<file path="src/logic/pep_pkg.sv">
// Constants, field layout and carrier types of the PHY port event and status registers
package pep_pkg;

  // Register byte addresses on the management port
  localparam logic [15:0] PEP_ADDR_IRQ = 16'h0136;
  localparam logic [15:0] PEP_ADDR_XOVER = 16'h0138;
  localparam logic [15:0] PEP_ADDR_PHYCTL = 16'h013E;

  // Bus widths and event count
  localparam int PEP_AW = 16;
  localparam int PEP_DW = 16;
  localparam int PEP_NEV = 8;

  // Interrupt control / status field positions
  localparam int PEP_IRQ_EN_LSB = 8;
  localparam int PEP_IRQ_EN_MSB = 15;
  localparam int PEP_IRQ_ST_LSB = 0;
  localparam int PEP_IRQ_ST_MSB = 7;

  // Crossover select field positions
  localparam int PEP_XO_FORCE_BIT = 7;
  localparam int PEP_XO_DIS_BIT = 6;

  // PHY control field positions
  localparam int PEP_PC_RSVHI_LSB = 12;
  localparam int PEP_PC_RSVHI_MSB = 15;
  localparam int PEP_PC_JAB_BIT = 9;
  localparam int PEP_PC_RSV87_LSB = 7;
  localparam int PEP_PC_RSV87_MSB = 8;
  localparam int PEP_PC_SPD100_BIT = 5;
  localparam int PEP_PC_SPD10_BIT = 4;
  localparam int PEP_PC_DUP_BIT = 3;

  // Reset values
  localparam logic [7:0] PEP_IRQ_EN_RST = 8'h00;
  localparam logic [7:0] PEP_IRQ_ST_RST = 8'h00;
  localparam logic [15:0] PEP_XO_RST = 16'h0000;
  localparam logic PEP_JAB_RST = 1'b1;
  localparam logic [1:0] PEP_RSV87_RST = 2'h2;
  localparam logic [3:0] PEP_RSVHI_RST = 4'h0;
  localparam logic [15:0] PEP_RD_IDLE = 16'h0000;

  // Event pulses from the PHY, in status bit order 7 down to 0
  typedef struct packed {
    logic jabber;
    logic rx_error;
    logic page_rx;
    logic pd_fault;
    logic lp_ack;
    logic link_down;
    logic remote_fault;
    logic link_up;
  } pep_event_t;

  // Resolved link state from the PHY
  typedef struct packed {
    logic speed_100;
    logic speed_10;
    logic full_duplex;
  } pep_link_t;

  // One management port request
  typedef struct packed {
    logic wr;
    logic rd;
    logic [15:0] addr;
    logic [15:0] wdata;
  } pep_bus_req_t;

endpackage

</file>
<file path="src/logic/pep_event_latch.sv">
// Sticky event status bits with read clear, one flip-flop per event
`timescale 1ns/1ps
`default_nettype none

module pep_event_latch (
  input wire logic core_clk,
  input wire logic resetn,
  input wire logic [7:0] event_pulse,
  input wire logic clear_req,
  output logic [7:0] status_reg
);

  genvar gi;

  // Each bit sets on its pulse; clear only drops bits already captured
  generate
    for (gi = 0; gi < 8; gi = gi + 1) begin : g_bit
      always_ff @(posedge core_clk or negedge resetn) begin
        if (!resetn) begin
          status_reg[gi] <= pep_pkg::PEP_IRQ_ST_RST[gi];
        end else if (event_pulse[gi]) begin
          status_reg[gi] <= 1'b1;
        end else if (clear_req) begin
          status_reg[gi] <= 1'b0;
        end
      end
    end
  endgenerate

endmodule

`default_nettype wire

</file>
<file path="src/logic/pep_phy_port_regs.sv">
// Per-port PHY event interrupt, crossover select and PHY control registers
`timescale 1ns/1ps
`default_nettype none

module pep_phy_port_regs (
  input wire logic core_clk,
  input wire logic resetn,
  input wire pep_pkg::pep_bus_req_t bus_req,
  output logic [15:0] rd_data,
  input wire pep_pkg::pep_event_t phy_events,
  input wire pep_pkg::pep_link_t link_status,
  output logic irq,
  output logic auto_crossover_en,
  output logic forced_crossover_select,
  output logic crossover_force_mdi,
  output logic crossover_force_mdix,
  output logic jabber_count_en
);

  // Address match, shared by the write and read decoders
  function automatic logic addr_hit(input logic [15:0] addr, input logic [15:0] target);
    addr_hit = (addr == target);
  endfunction

  // Strobe qualified by address
  function automatic logic strobe_hit(input logic strobe, input logic [15:0] addr,
                                      input logic [15:0] target);
    strobe_hit = strobe & addr_hit(addr, target);
  endfunction

  // Register state
  logic [7:0] irq_en_reg;
  logic [7:0] irq_st_reg;
  logic [15:0] xover_reg;
  logic jabber_en_reg;
  logic [1:0] rsv87_reg;
  logic [3:0] rsvhi_reg;
  logic [15:0] rd_data_reg;
  logic [15:0] rd_data_next;
  logic irq_reg;
  logic irq_next;

  // Decoded strobes
  logic wr_irq;
  logic wr_xover;
  logic wr_phyctl;
  logic rd_irq;
  logic rd_any;

  // Assembled read views
  logic [15:0] irq_view;
  logic [15:0] xover_view;
  logic [15:0] phyctl_view;

  // Write and read decode
  assign wr_irq = strobe_hit(bus_req.wr, bus_req.addr, pep_pkg::PEP_ADDR_IRQ);
  assign wr_xover = strobe_hit(bus_req.wr, bus_req.addr, pep_pkg::PEP_ADDR_XOVER);
  assign wr_phyctl = strobe_hit(bus_req.wr, bus_req.addr, pep_pkg::PEP_ADDR_PHYCTL);
  assign rd_irq = strobe_hit(bus_req.rd, bus_req.addr, pep_pkg::PEP_ADDR_IRQ);
  assign rd_any = bus_req.rd;

  // Interrupt enables; status half of a write is dropped, those bits are read-only
  always_ff @(posedge core_clk or negedge resetn) begin
    if (!resetn) begin
      irq_en_reg <= pep_pkg::PEP_IRQ_EN_RST;
    end else if (wr_irq) begin
      irq_en_reg <= bus_req.wdata[pep_pkg::PEP_IRQ_EN_MSB:pep_pkg::PEP_IRQ_EN_LSB];
    end
  end

  // Sticky event bits; an event in the clearing read's cycle survives
  pep_event_latch u_event_latch (
    .core_clk(core_clk),
    .resetn(resetn),
    .event_pulse(phy_events),
    .clear_req(rd_irq),
    .status_reg(irq_st_reg)
  );

  // Crossover select; reserved bits are plain storage and read back
  always_ff @(posedge core_clk or negedge resetn) begin
    if (!resetn) begin
      xover_reg <= pep_pkg::PEP_XO_RST;
    end else if (wr_xover) begin
      xover_reg <= bus_req.wdata;
    end
  end

  // Jabber counter enable
  always_ff @(posedge core_clk or negedge resetn) begin
    if (!resetn) begin
      jabber_en_reg <= pep_pkg::PEP_JAB_RST;
    end else if (wr_phyctl) begin
      jabber_en_reg <= bus_req.wdata[pep_pkg::PEP_PC_JAB_BIT];
    end
  end

  // Writable reserved fields of the PHY control register
  always_ff @(posedge core_clk or negedge resetn) begin
    if (!resetn) begin
      rsv87_reg <= pep_pkg::PEP_RSV87_RST;
      rsvhi_reg <= pep_pkg::PEP_RSVHI_RST;
    end else if (wr_phyctl) begin
      rsv87_reg <= bus_req.wdata[pep_pkg::PEP_PC_RSV87_MSB:pep_pkg::PEP_PC_RSV87_LSB];
      rsvhi_reg <= bus_req.wdata[pep_pkg::PEP_PC_RSVHI_MSB:pep_pkg::PEP_PC_RSVHI_LSB];
    end
  end

  // Interrupt control / status view
  always_comb begin
    irq_view = 16'h0000;
    irq_view[pep_pkg::PEP_IRQ_EN_MSB:pep_pkg::PEP_IRQ_EN_LSB] = irq_en_reg;
    irq_view[pep_pkg::PEP_IRQ_ST_MSB:pep_pkg::PEP_IRQ_ST_LSB] = irq_st_reg;
  end

  // Crossover view is the stored word
  assign xover_view = xover_reg;

  // PHY control view; latching reserved bits have no source and read zero
  always_comb begin
    phyctl_view = 16'h0000;
    phyctl_view[pep_pkg::PEP_PC_RSVHI_MSB:pep_pkg::PEP_PC_RSVHI_LSB] = rsvhi_reg;
    phyctl_view[pep_pkg::PEP_PC_JAB_BIT] = jabber_en_reg;
    phyctl_view[pep_pkg::PEP_PC_RSV87_MSB:pep_pkg::PEP_PC_RSV87_LSB] = rsv87_reg;
    phyctl_view[pep_pkg::PEP_PC_SPD100_BIT] = link_status.speed_100;
    phyctl_view[pep_pkg::PEP_PC_SPD10_BIT] = link_status.speed_10;
    phyctl_view[pep_pkg::PEP_PC_DUP_BIT] = link_status.full_duplex;
  end

  // Read mux; unmapped addresses answer zero
  always_comb begin
    rd_data_next = pep_pkg::PEP_RD_IDLE;
    if (rd_any) begin
      if (addr_hit(bus_req.addr, pep_pkg::PEP_ADDR_IRQ)) begin
        rd_data_next = irq_view;
      end else if (addr_hit(bus_req.addr, pep_pkg::PEP_ADDR_XOVER)) begin
        rd_data_next = xover_view;
      end else if (addr_hit(bus_req.addr, pep_pkg::PEP_ADDR_PHYCTL)) begin
        rd_data_next = phyctl_view;
      end
    end
  end

  // Read data captured on the strobe edge, so the status word is the pre-clear value
  always_ff @(posedge core_clk or negedge resetn) begin
    if (!resetn) begin
      rd_data_reg <= pep_pkg::PEP_RD_IDLE;
    end else begin
      rd_data_reg <= rd_data_next;
    end
  end

  assign rd_data = rd_data_reg;

  // Level request from enabled status bits
  assign irq_next = |(irq_st_reg & irq_en_reg);

  // Registered so the output is glitch free; lags the status bits by one cycle
  always_ff @(posedge core_clk or negedge resetn) begin
    if (!resetn) begin
      irq_reg <= 1'b0;
    end else begin
      irq_reg <= irq_next;
    end
  end

  assign irq = irq_reg;

  // Crossover controls; forced choice only counts with automatic mode off
  assign auto_crossover_en = ~xover_reg[pep_pkg::PEP_XO_DIS_BIT];
  assign forced_crossover_select = xover_reg[pep_pkg::PEP_XO_FORCE_BIT];
  assign crossover_force_mdi = xover_reg[pep_pkg::PEP_XO_DIS_BIT] &
                               xover_reg[pep_pkg::PEP_XO_FORCE_BIT];
  assign crossover_force_mdix = xover_reg[pep_pkg::PEP_XO_DIS_BIT] &
                                ~xover_reg[pep_pkg::PEP_XO_FORCE_BIT];

  // Jabber counter gate for the PHY datapath
  assign jabber_count_en = jabber_en_reg;

endmodule

`default_nettype wire

</file>
<file path="config.mk">
export PLATFORM = sky130hd
export DESIGN_NAME = pep_phy_port_regs
export DESIGN_NICKNAME = d
export VERILOG_FILES = /design/src/logic/pep_pkg.sv /design/src/logic/pep_event_latch.sv /design/src/logic/pep_phy_port_regs.sv
export SDC_FILE = /design/constraint.sdc
export NUM_CORES = 1
export LEC_CHECK = 0
export BUFFER_PORTS_ARGS = -buffer_cell sky130_fd_sc_hd__buf_2
export CAP_MARGIN = 20
export CORE_MARGIN = 5
export CORE_UTILIZATION = 51
export CTS_CLUSTER_SIZE = 30
export DETAILED_ROUTE_END_ITERATION = 6
export PLACE_DENSITY_LB_ADDON = 0.3
export SYNTH_ARGS = -nofsm -noshare
export SYNTH_HDL_FRONTEND = slang
export SYNTH_SLANG_ARGS = --single-unit
</file>
<file path="constraint.sdc">
create_clock -name core_clk -period 1.1 [get_ports core_clk]
set_input_delay 0.33 -clock core_clk [delete_from_list [all_inputs] [get_ports core_clk]]
set_output_delay 0.33 -clock core_clk [all_outputs]
set_load 0.05 [all_outputs]
</file>
==> results of run 1 <==
[cells by family after synthesis]
| kind of cell | count (synthesis) | synth area share [%] |
|---|---|---|
| buffers and inverters | 9 | 1.78 |
| flip-flops | 56 | 58.8 |
| AO/OA/AOI/OAI | 48 | 11.9 |
| AND/OR/NAND/NOR | 41 | 11.3 |
| multiplexers | 31 | 16.2 |
[report_power, final]
part / internal [uW] / leakage, uW / switching, uW
Combinational: 148 / 0.000945 / 171
Clock: 511 / 0.0000434 / 684
Sequential: 2060 / 0.000732 / 0.387
[layout make-up]
cell class | instances | share of cell area (%)
diodes | 1 | 0.0698
clock inverters | 2 | 0.419
flip-flops and latches | 56 | 39.2
clock buffers | 6 | 2.30
repair buffers | 103 | 24.1
multi-input cells | 121 | 31.8
inverters | 3 | 0.314
well taps | 52 | 1.82
[synth_stat cells (all sizes together), types with 4 or more instances]
master	number	area [um2]
a21o	8	60.1
a21oi	10	50.1
a22oi	10	75.1
clkbuf	4	15.0
dfrtp	54	1350
mux2	31	387
nand2	13	48.8
nand3	4	42.5
nor2	9	33.8
nor4	4	52.6
o21ai	20	100
or4b	4	40.0
[worst register-to-register path: stages (launching register included)]
cell	delay, ns
dfrtp_1	0.45
buf_4	0.17
a22oi_1	0.19
nor2_2	0.06
[how the worst max path moves through the flow]
stage                      from             to  depth (start not counted)
floorplan           bus_req[27]  xover_reg[10]                          6
global placement    bus_req[23]  irq_en_reg[5]                          6
detailed placement  bus_req[23]  irq_en_reg[2]                          6
CTS                 bus_req[25]  irq_en_reg[1]                          7
global route        bus_req[16]  irq_en_reg[1]                          7
finish              bus_req[16]  irq_en_reg[1]                          7
[metal layers]
| layer | global-route usage, % | vias up | share of wire, % |
|---|---|---|---|
| met4 | 9.97 | 0 | 3.2 |
| li1 | - | 886 | - |
| met2 | 39.1 | 111 | 52 |
| met1 | 26.4 | 1043 | 38 |
| met5 | 0 | - | 0 |
| met3 | 5.38 | 20 | 7.0 |
[per-stage QoR]
| step | worst slack [ns] | cell area, um2 | hold WS (ns) |
|---|---|---|---|
| 6_report | -0.719 | 3580 | 0.184 |
| 4_1_cts | -0.660 | 3390 | 0.184 |
| 3_3_place_gp | -1.09 | 3010 | 0.227 |
| 5_1_grt | -0.732 | 3580 | 0.186 |
| 2_1_floorplan | -1.03 | 2440 | 0.0344 |
| 3_5_place_dp | -1.09 | 3010 | 0.230 |
[what timing repair did]
action                                  4_1_cts  5_1_grt
gates cloned                                  0        3
pin swaps                                    12       30
resized for setup                            66       54
endpoints found under the setup margin       77       77
hold buffers                                  1        0
endpoints found under the hold margin         7        0
buffers inserted                              5        2
==> impl_metrics.yaml, run 1 <==
clock_network:
  clk_pin_slew_ns: 0.11
  cts_tree: "done"
  cts-root-buf: "clkbuf_8"
  h-tree-depth: 2
  numCtsBuffers: 5
  cts_num_sinks: 56
  cts_buffer_depth: 2
  insertion_delay_ns: 0.31
detailed_routing:
  num_vias: 2060
  first_iter_violations: 253
  wl_mm: 7.55
  ant_nets: 0
  wl_per_cell_um: 22.0
  dr.pass1.iters: 4
  viasPerCell: 5.99
  remaining_drc_errors: 0
die:
  die_w_um: 78.4
  chipHeight_um: 78.4
  rows: 24
  coreArea_um2: 4440
  ioPinCount: 69
  initial_core_util_pct: 53.7
  die-area_um2: 6150
layout:
  seqCellArea_um2: 1410
  instances_no_fill: 344
  finalNetCount: 337
  syn_to_final_growth_pct: 50.0
  most-common-layout-cells: "dfrtp_1, buf_2, buf_6"
  fin_util_pct: 80.6
  final_common_cell: "dfrtp_1"
  drive_above_1_share_pct: 63.9
  multi_input_area_um2: 1140
  fillers: 234
timing:
  fin_crit_sh_pct: 165
  max_slew.worst_pin.slew_ns: 0.328
  fmax_mhz: 550
  slew_viol_final: 0
  hold_viol: 0
  min_period_ns: 1.82
  finClkSkew_ns: 0.0110
  setup_tns_ns: -37.56
  setup_violations: 77
  slew_headroom_pct: 78.0
  setup_ws_ns: -0.719
  grt_setup_unrepaired: "yes"
global_routing:
  grt_use_total_pct: 22.5
  grt_pass1_vias: 2164
  antenna_found_initial: 1
  grt_pass1_wl_mm: 10.7
  gr-total-overflow: 0
  grt_max_degree: 28
setup_path:
  path_class: "input port to flip-flop"
  cp_cell_sequence: "buf_6 -> or4b_4 -> nor4_4 -> buf_4 -> buf_6 -> nand3_4 -> mux2_4"
  cp_max_fo: 8
  rrSetupSlack_ns: 0.13
  worst_r2r_path_depth: 3
  r2r-end: "rd_data[6]"
  crit_arrival_ns: 2.02
  crit_family: "simple AND/OR/NAND/NOR gates"
  cpMaxStageDelayCell: "or4b_4"
  cpMostUsedCell: "buf_6"
  cp.required_ns: 1.30
  crit_path_start_kind: "input port"
  crit_buf_inv: 3
  endpoint_kind: "flip-flop"
  regToRegStartpoint: "xover_reg[6]"
  slowest_delay_ns: 0.57
power:
  ir_drop_v: 0.00124
  p_leak_uw: 0.00172
  powerDensity_nw_per_um2: 997
  p_total_uw: 3570
logic_synthesis:
  yosys_warnings: 0
  synthFlopType: "dfrtp_1"
  syn_nets: 232
  syn_avg_cell_area_um2: 12.9
  synth_area_um2: 2390
  syn_inst: 185
  yosysSeqAreaShare_pct: 58.8
  synth_edf_count: 0
  async_flop_share_pct: 100
  yosysUniqueCellTypes: 28
  synth_seq_cells: 56
place:
  gp_congestion: 0.777
  dp.final_hpwl_mm: 4.30
  io_buffers: 68
  dp.cells: 326
hold_path:
  hp-class: "input port to flip-flop"
  holdPathStages: 2
  holdPathEnd: "u_event_latch.status_reg[4]"
  min_from: "phy_events[4]"
run_status:
  status: "finished with violations"
  violations: "negative setup slack"
run:
  maxCapViolations: 0
No activity file was read; power rests on OpenSTA's default activity.
==> inputs of run 2 (changes only) <==
Settings changed: CTS_CLUSTER_DIAMETER from default to 30, SKIP_LAST_GASP from default to 1.
==> run 2 against run 1 <==
The flow still finishes with violations (negative setup slack). First-iteration DRC count shrank 50%. Critical path depth is the same. Sequential share of layout area grew 1.1 points. Worst hold slack gained 0.0035 ns. Sequential cell count is the same. Worst setup slack gained 0.028 ns. Non-clock buffer count shrank 2. Count of clock-buffer cells in the layout is the same. Clock power is essentially flat.
==> impl_metrics.yaml, run 2 (synthesis gave the netlist of run 1 again) <==
setup_path:
  crit_arrival_ns: 1.99
  cp.required_ns: 1.30
  slowest_delay_ns: 0.55
  cpMostUsedCell: "buf_6"
  endpoint_kind: "flip-flop"
  cp_max_fo: 8
  cpMaxStageDelayCell: "or4b_4"
  path_class: "input port to flip-flop"
  crit_buf_inv: 3
  crit_path_start_kind: "input port"
  cp_cell_sequence: "buf_6 -> or4b_4 -> nor4_4 -> buf_4 -> buf_6 -> nand3_4 -> mux2_4"
  crit_family: "simple AND/OR/NAND/NOR gates"
clock_network:
  h-tree-depth: 2
  numCtsBuffers: 5
  cts_tree: "done"
  cts-root-buf: "clkbuf_8"
  cts_num_sinks: 56
  cts_buffer_depth: 2
  clk_pin_slew_ns: 0.10
  insertion_delay_ns: 0.31
run:
  maxCapViolations: 0
place:
  gp_congestion: 0.777
  dp.final_hpwl_mm: 4.30
  place_area_um2: 3010
  io_buffers: 68
layout:
  finalNetCount: 334
  syn_to_final_growth_pct: 46.0
  fillers: 255
  most-common-layout-cells: "dfrtp_1, buf_2, buf_6"
  fin_util_pct: 78.5
  final_common_cell: "dfrtp_1"
  stdcell_area_um2: 3490
  drive_above_1_share_pct: 59.7
global_routing:
  grt_use_total_pct: 21.4
  antenna_found_initial: 1
  grt_max_degree: 28
  grt_pass1_wl_mm: 10.3
  gr-total-overflow: 0
  grt_pass1_vias: 2124
timing:
  setup_tns_ns: -36.25
  finClkSkew_ns: 0.00774
  max_slew.worst_pin.slew_ns: 0.374
  hold_viol: 0
  grt_setup_unrepaired: "yes"
  fmax_mhz: 559
  min_period_ns: 1.79
  slew_headroom_pct: 74.9
  setup_violations: 77
  setup_ws_ns: -0.690
  slew_viol_final: 0
  fin_crit_sh_pct: 163
die:
  initial_core_util_pct: 53.7
  coreArea_um2: 4440
  rows: 24
  chipHeight_um: 78.4
  ioPinCount: 69
  die-area_um2: 6150
  die_w_um: 78.4
power:
  powerDensity_nw_per_um2: 1010
  p_leak_uw: 0.00167
  p_total_uw: 3530
  ir_drop_v: 0.00124
hold_path:
  hp-class: "input port to flip-flop"
detailed_routing:
  ant_nets: 0
  dr.pass1.iters: 4
  wl_per_cell_um: 19.6
  viasPerCell: 5.67
  first_iter_violations: 127
  num_vias: 1935
  remaining_drc_errors: 0
  wl_mm: 6.68
run_status:
  violations: "negative setup slack"
  status: "finished with violations"
[run 2: cell count changes in the layout (fill, tap and decap cells not counted), moves of 3 or more]
cell	change
nand2_1	+7
a21oi_1	+7
a21oi_2	-7
nand2_2	-6
o21ai_2	+3
[run 2: what timing repair did]
| action | in CTS | in global routing |
|---|---|---|
| gates resized for setup | 64 | 36 |
| setup buffers | 5 | 1 |
| pin swaps | 12 | 23 |
| endpoints found under the hold margin | 7 | 0 |
| gates cloned | 0 | 1 |
| endpoints found under the setup margin | 77 | 77 |
| hold buffers | 1 | 0 |
[run 2: layout make-up]
cell class              instances  area (um2)  area share [%]
diodes                          1        2.50          0.0717
clock inverters                 2        15.0           0.430
flip-flops and latches         56        1410            40.3
inverters                       3        11.3           0.323
multi-input cells             120        1080            30.8
clock buffers                   6        82.6            2.37
repair buffers                101         831            23.8
well taps                      52        65.1            1.87
[run 2: path summary, 6_finish.rpt]
check                           cells past startpoint          start  slack, ns                     endpoint
worst max-delay path                                7    bus_req[16]      -0.69                irq_en_reg[1]
worst min-delay path                                2  phy_events[4]       0.19  u_event_latch.status_reg[4]
worst max register to register                      3   xover_reg[6]       0.10                   rd_data[6]
worst min register to register                      1   rsvhi_reg[0]       0.51                 rsvhi_reg[0]
max in group asynchronous                           3         resetn       0.22              jabber_count_en
min in group asynchronous                           2         resetn       0.43                 xover_reg[6]
[run 2: per-layer routing]
| layer | vias up | global-route usage [%] | routed length [um] |
|---|---|---|---|
| li1 | 878 | - | - |
| met1 | 979 | 26.0 | 2590 |
| met2 | 63 | 35.7 | 3580 |
| met3 | 15 | 5.38 | 368 |
| met4 | 0 | 10.3 | 139 |
| met5 | - | 0 | 0 |
[run 2: stage by stage]
stage	setup WS, ns	cells	hold slack (ns)
final	-0.690	341	0.187
after detailed placement	-1.09	326	0.230
after CTS	-0.660	340	0.184
after global routing	-0.758	341	0.188
after global placement	-1.09	326	0.227
after floorplan	-1.03	185	0.0344
[run 2: power breakdown]
part	switching [uW]	total [uW]	internal (uW)
clock network	663	1170	511
logic	158	300	143
registers	0.357	2060	2060
[run 2: worst reg2reg max path: stages (launching register included)]
cell and delay (ns):
dfrtp_1 0.44, buf_4 0.17, a22oi_1 0.23, nor2_2 0.06
==> inputs of run 3 (changes only) <==
--- a/config.mk
+++ b/config.mk
@@ -18,2 +18,3 @@
 export SYNTH_HDL_FRONTEND = slang
 export SYNTH_SLANG_ARGS = --single-unit
+export TNS_END_PERCENT = 30
==> constraint.sdc (replaced) <==
create_clock -name core_clk -period 1.1 [get_ports core_clk]
set_input_delay 0.275 -clock core_clk [delete_from_list [all_inputs] [get_ports core_clk]]
set_output_delay 0.275 -clock core_clk [all_outputs]
set_load 0.05 [all_outputs]
==> run 3 against run 2 <==
The run still ends with negative setup slack left. Final area fell by 5.9%. Worst setup slack improved by 0.070 ns. Sequential power barely moved. Combinational power decreased by 3%. Clock power increased by 16%. First-iteration DRC count up 3.9%. Critical path depth unchanged. Routed wire length shrank 8.8%. Non-clock buffer count down 3. Count of clock-buffer cells in the layout is the same. Worst hold slack worse by 0.045 ns. Critical endpoint is now xover_reg[2]. Highest routed layer unchanged.
==> impl_metrics.yaml, run 3 (synthesis gave the netlist of run 1 again) <==
place:
  dp.final_hpwl_mm: 4.29
  pre_cts_ws_ns: -0.997
  place_area_um2: 2990
  gp_congestion: 0.844
  io_buffers: 68
die:
  ioPinCount: 69
  initial_core_util_pct: 53.7
  rows: 24
  die_w_um: 78.4
  chipHeight_um: 78.4
  coreArea_um2: 4440
  die-area_um2: 6150
detailed_routing:
  first_iter_violations: 132
  dr.pass1.iters: 4
  wl_mm: 6.09
  viasPerCell: 5.48
  num_vias: 1846
  ant_nets: 0
  wl_per_cell_um: 18.1
  remaining_drc_errors: 0
global_routing:
  gr-total-overflow: 0
  grt_max_degree: 27
  grt_use_total_pct: 21.3
  grt_pass1_vias: 2040
  grt_pass1_wl_mm: 10.1
  antenna_found_initial: 0
timing:
  setup_ws_ns: -0.621
  setup_violations: 77
  slew_headroom_pct: 76.0
  hold_viol: 0
  max_slew.worst_pin.slew_ns: 0.361
  fmax_mhz: 581
  finClkSkew_ns: 0.00826
  grt_setup_unrepaired: "yes"
  min_period_ns: 1.72
  fin_crit_sh_pct: 156
  slew_viol_final: 0
hold_path:
  holdPathStages: 2
  hp-class: "input port to flip-flop"
layout:
  finalNetCount: 331
  multi_input_area_um2: 1030
  syn_to_final_growth_pct: 37.4
  seqCellArea_um2: 1400
  final_common_cell: "buf_2"
  fillers: 310
  most-common-layout-cells: "buf_2, dfrtp_1, mux2_2"
  stdcell_area_um2: 3280
  num_antenna_cells: 0
  drive_above_1_share_pct: 55.4
power:
  p_sw_uw: 818
  swShare_pct: 22.1
  powerDensity_nw_per_um2: 1130
  p_total_uw: 3710
  clock_power_share_pct: 36.6
  ir_drop_v: 0.000903
  p_leak_uw: 0.00165
  comb_power_share_pct: 7.8
  p_int_uw: 2890
  pwr-share-seq_pct: 55.5
clock_network:
  cts_buffer_depth: 2
  h-tree-depth: 2
  cts-root-buf: "clkbuf_8"
  insertion_delay_ns: 0.31
  cts_num_sinks: 56
  cts_tree: "done"
  clk_pin_slew_ns: 0.09
  numCtsBuffers: 5
setup_path:
  path_class: "input port to flip-flop"
  cpMostUsedCell: "buf_6"
  crit_family: "simple AND/OR/NAND/NOR gates"
  slowest_delay_ns: 0.55
  worst_r2r_path_depth: 3
  regToRegStartpoint: "xover_reg[6]"
  crit_buf_inv: 3
  cpMaxStageDelayCell: "or4b_4"
  r2r-end: "rd_data[6]"
  rrSetupSlack_ns: 0.17
  cp.required_ns: 1.30
  crit_arrival_ns: 1.92
  cp_max_fo: 12
  startpoint: "bus_req[23]"
  crit_end: "xover_reg[2]"
  cp_cell_sequence: "buf_6 -> or4b_4 -> nor4_4 -> buf_6 -> nand3_4 -> buf_12 -> mux2_4"
  cp.depth: 7
  endpoint_kind: "flip-flop"
  crit_path_start_kind: "input port"
run_status:
  status: "finished with violations"
  violations: "negative setup slack"
run:
  maxCapViolations: 0
[run 3: power by group through the flow]
| stage | Combinational [uW] | Sequential (uW) | Clock (uW) |
|---|---|---|---|
| after detailed placement | 256 | 2100 | 0 |
| after global routing | 316 | 2060 | 1480 |
| after CTS | 288 | 2060 | 1360 |
| after global placement | 253 | 2100 | 0 |
| final | 291 | 2060 | 1360 |
| after floorplan | 50.6 | 2100 | 0 |
[run 3: what timing repair did]
item                                   4_1_cts  5_1_grt
buffers inserted                             3        0
gates resized for setup                     36        4
hold buffers                                 1        0
endpoints found under the hold margin        8        0
cloned                                       2        0
setup endpoints to repair                   77       77
pin swaps                                   13        2
[run 3: per-layer routing]
metal	track usage (%)	routed length, um
met4	5.59	64
met5	0	0
met2	36.7	3080
met1	27.4	2620
met3	4.58	323
[run 3: stage by stage]
step | hold slack (ns) | utilization, % | TNS [ns] | cells
after floorplan | -0.0206 | - | -44.29 | 185
after global placement | 0.198 | 67.2 | -49.53 | 323
after detailed placement | 0.196 | 67.2 | -49.52 | 323
after CTS | 0.140 | 73.5 | -31.36 | 337
after global routing | 0.151 | 73.8 | -33.90 | 337
final | 0.142 | 73.8 | -30.83 | 337
[run 3: worst min-delay path by stage]
stage | slack (ns) | startpoint | to
2_1_floorplan | -0.02 | resetn | irq
3_3_place_gp | 0.20 | resetn | rd_data[6]
3_5_place_dp | 0.20 | resetn | rd_data[6]
4_1_cts | 0.14 | phy_events[5] | u_event_latch.status_reg[5]
5_1_grt | 0.15 | phy_events[4] | u_event_latch.status_reg[4]
6_report | 0.14 | phy_events[5] | u_event_latch.status_reg[5]
[run 3: layout make-up]
type | instances | share of cell area (%)
sequential | 56 | 42.8
multi-input combinational | 120 | 31.5
timing repair buffer | 98 | 20.0
clock buffer | 6 | 2.21
tap | 52 | 1.98
clock inverter | 2 | 1.18
inverter | 3 | 0.343
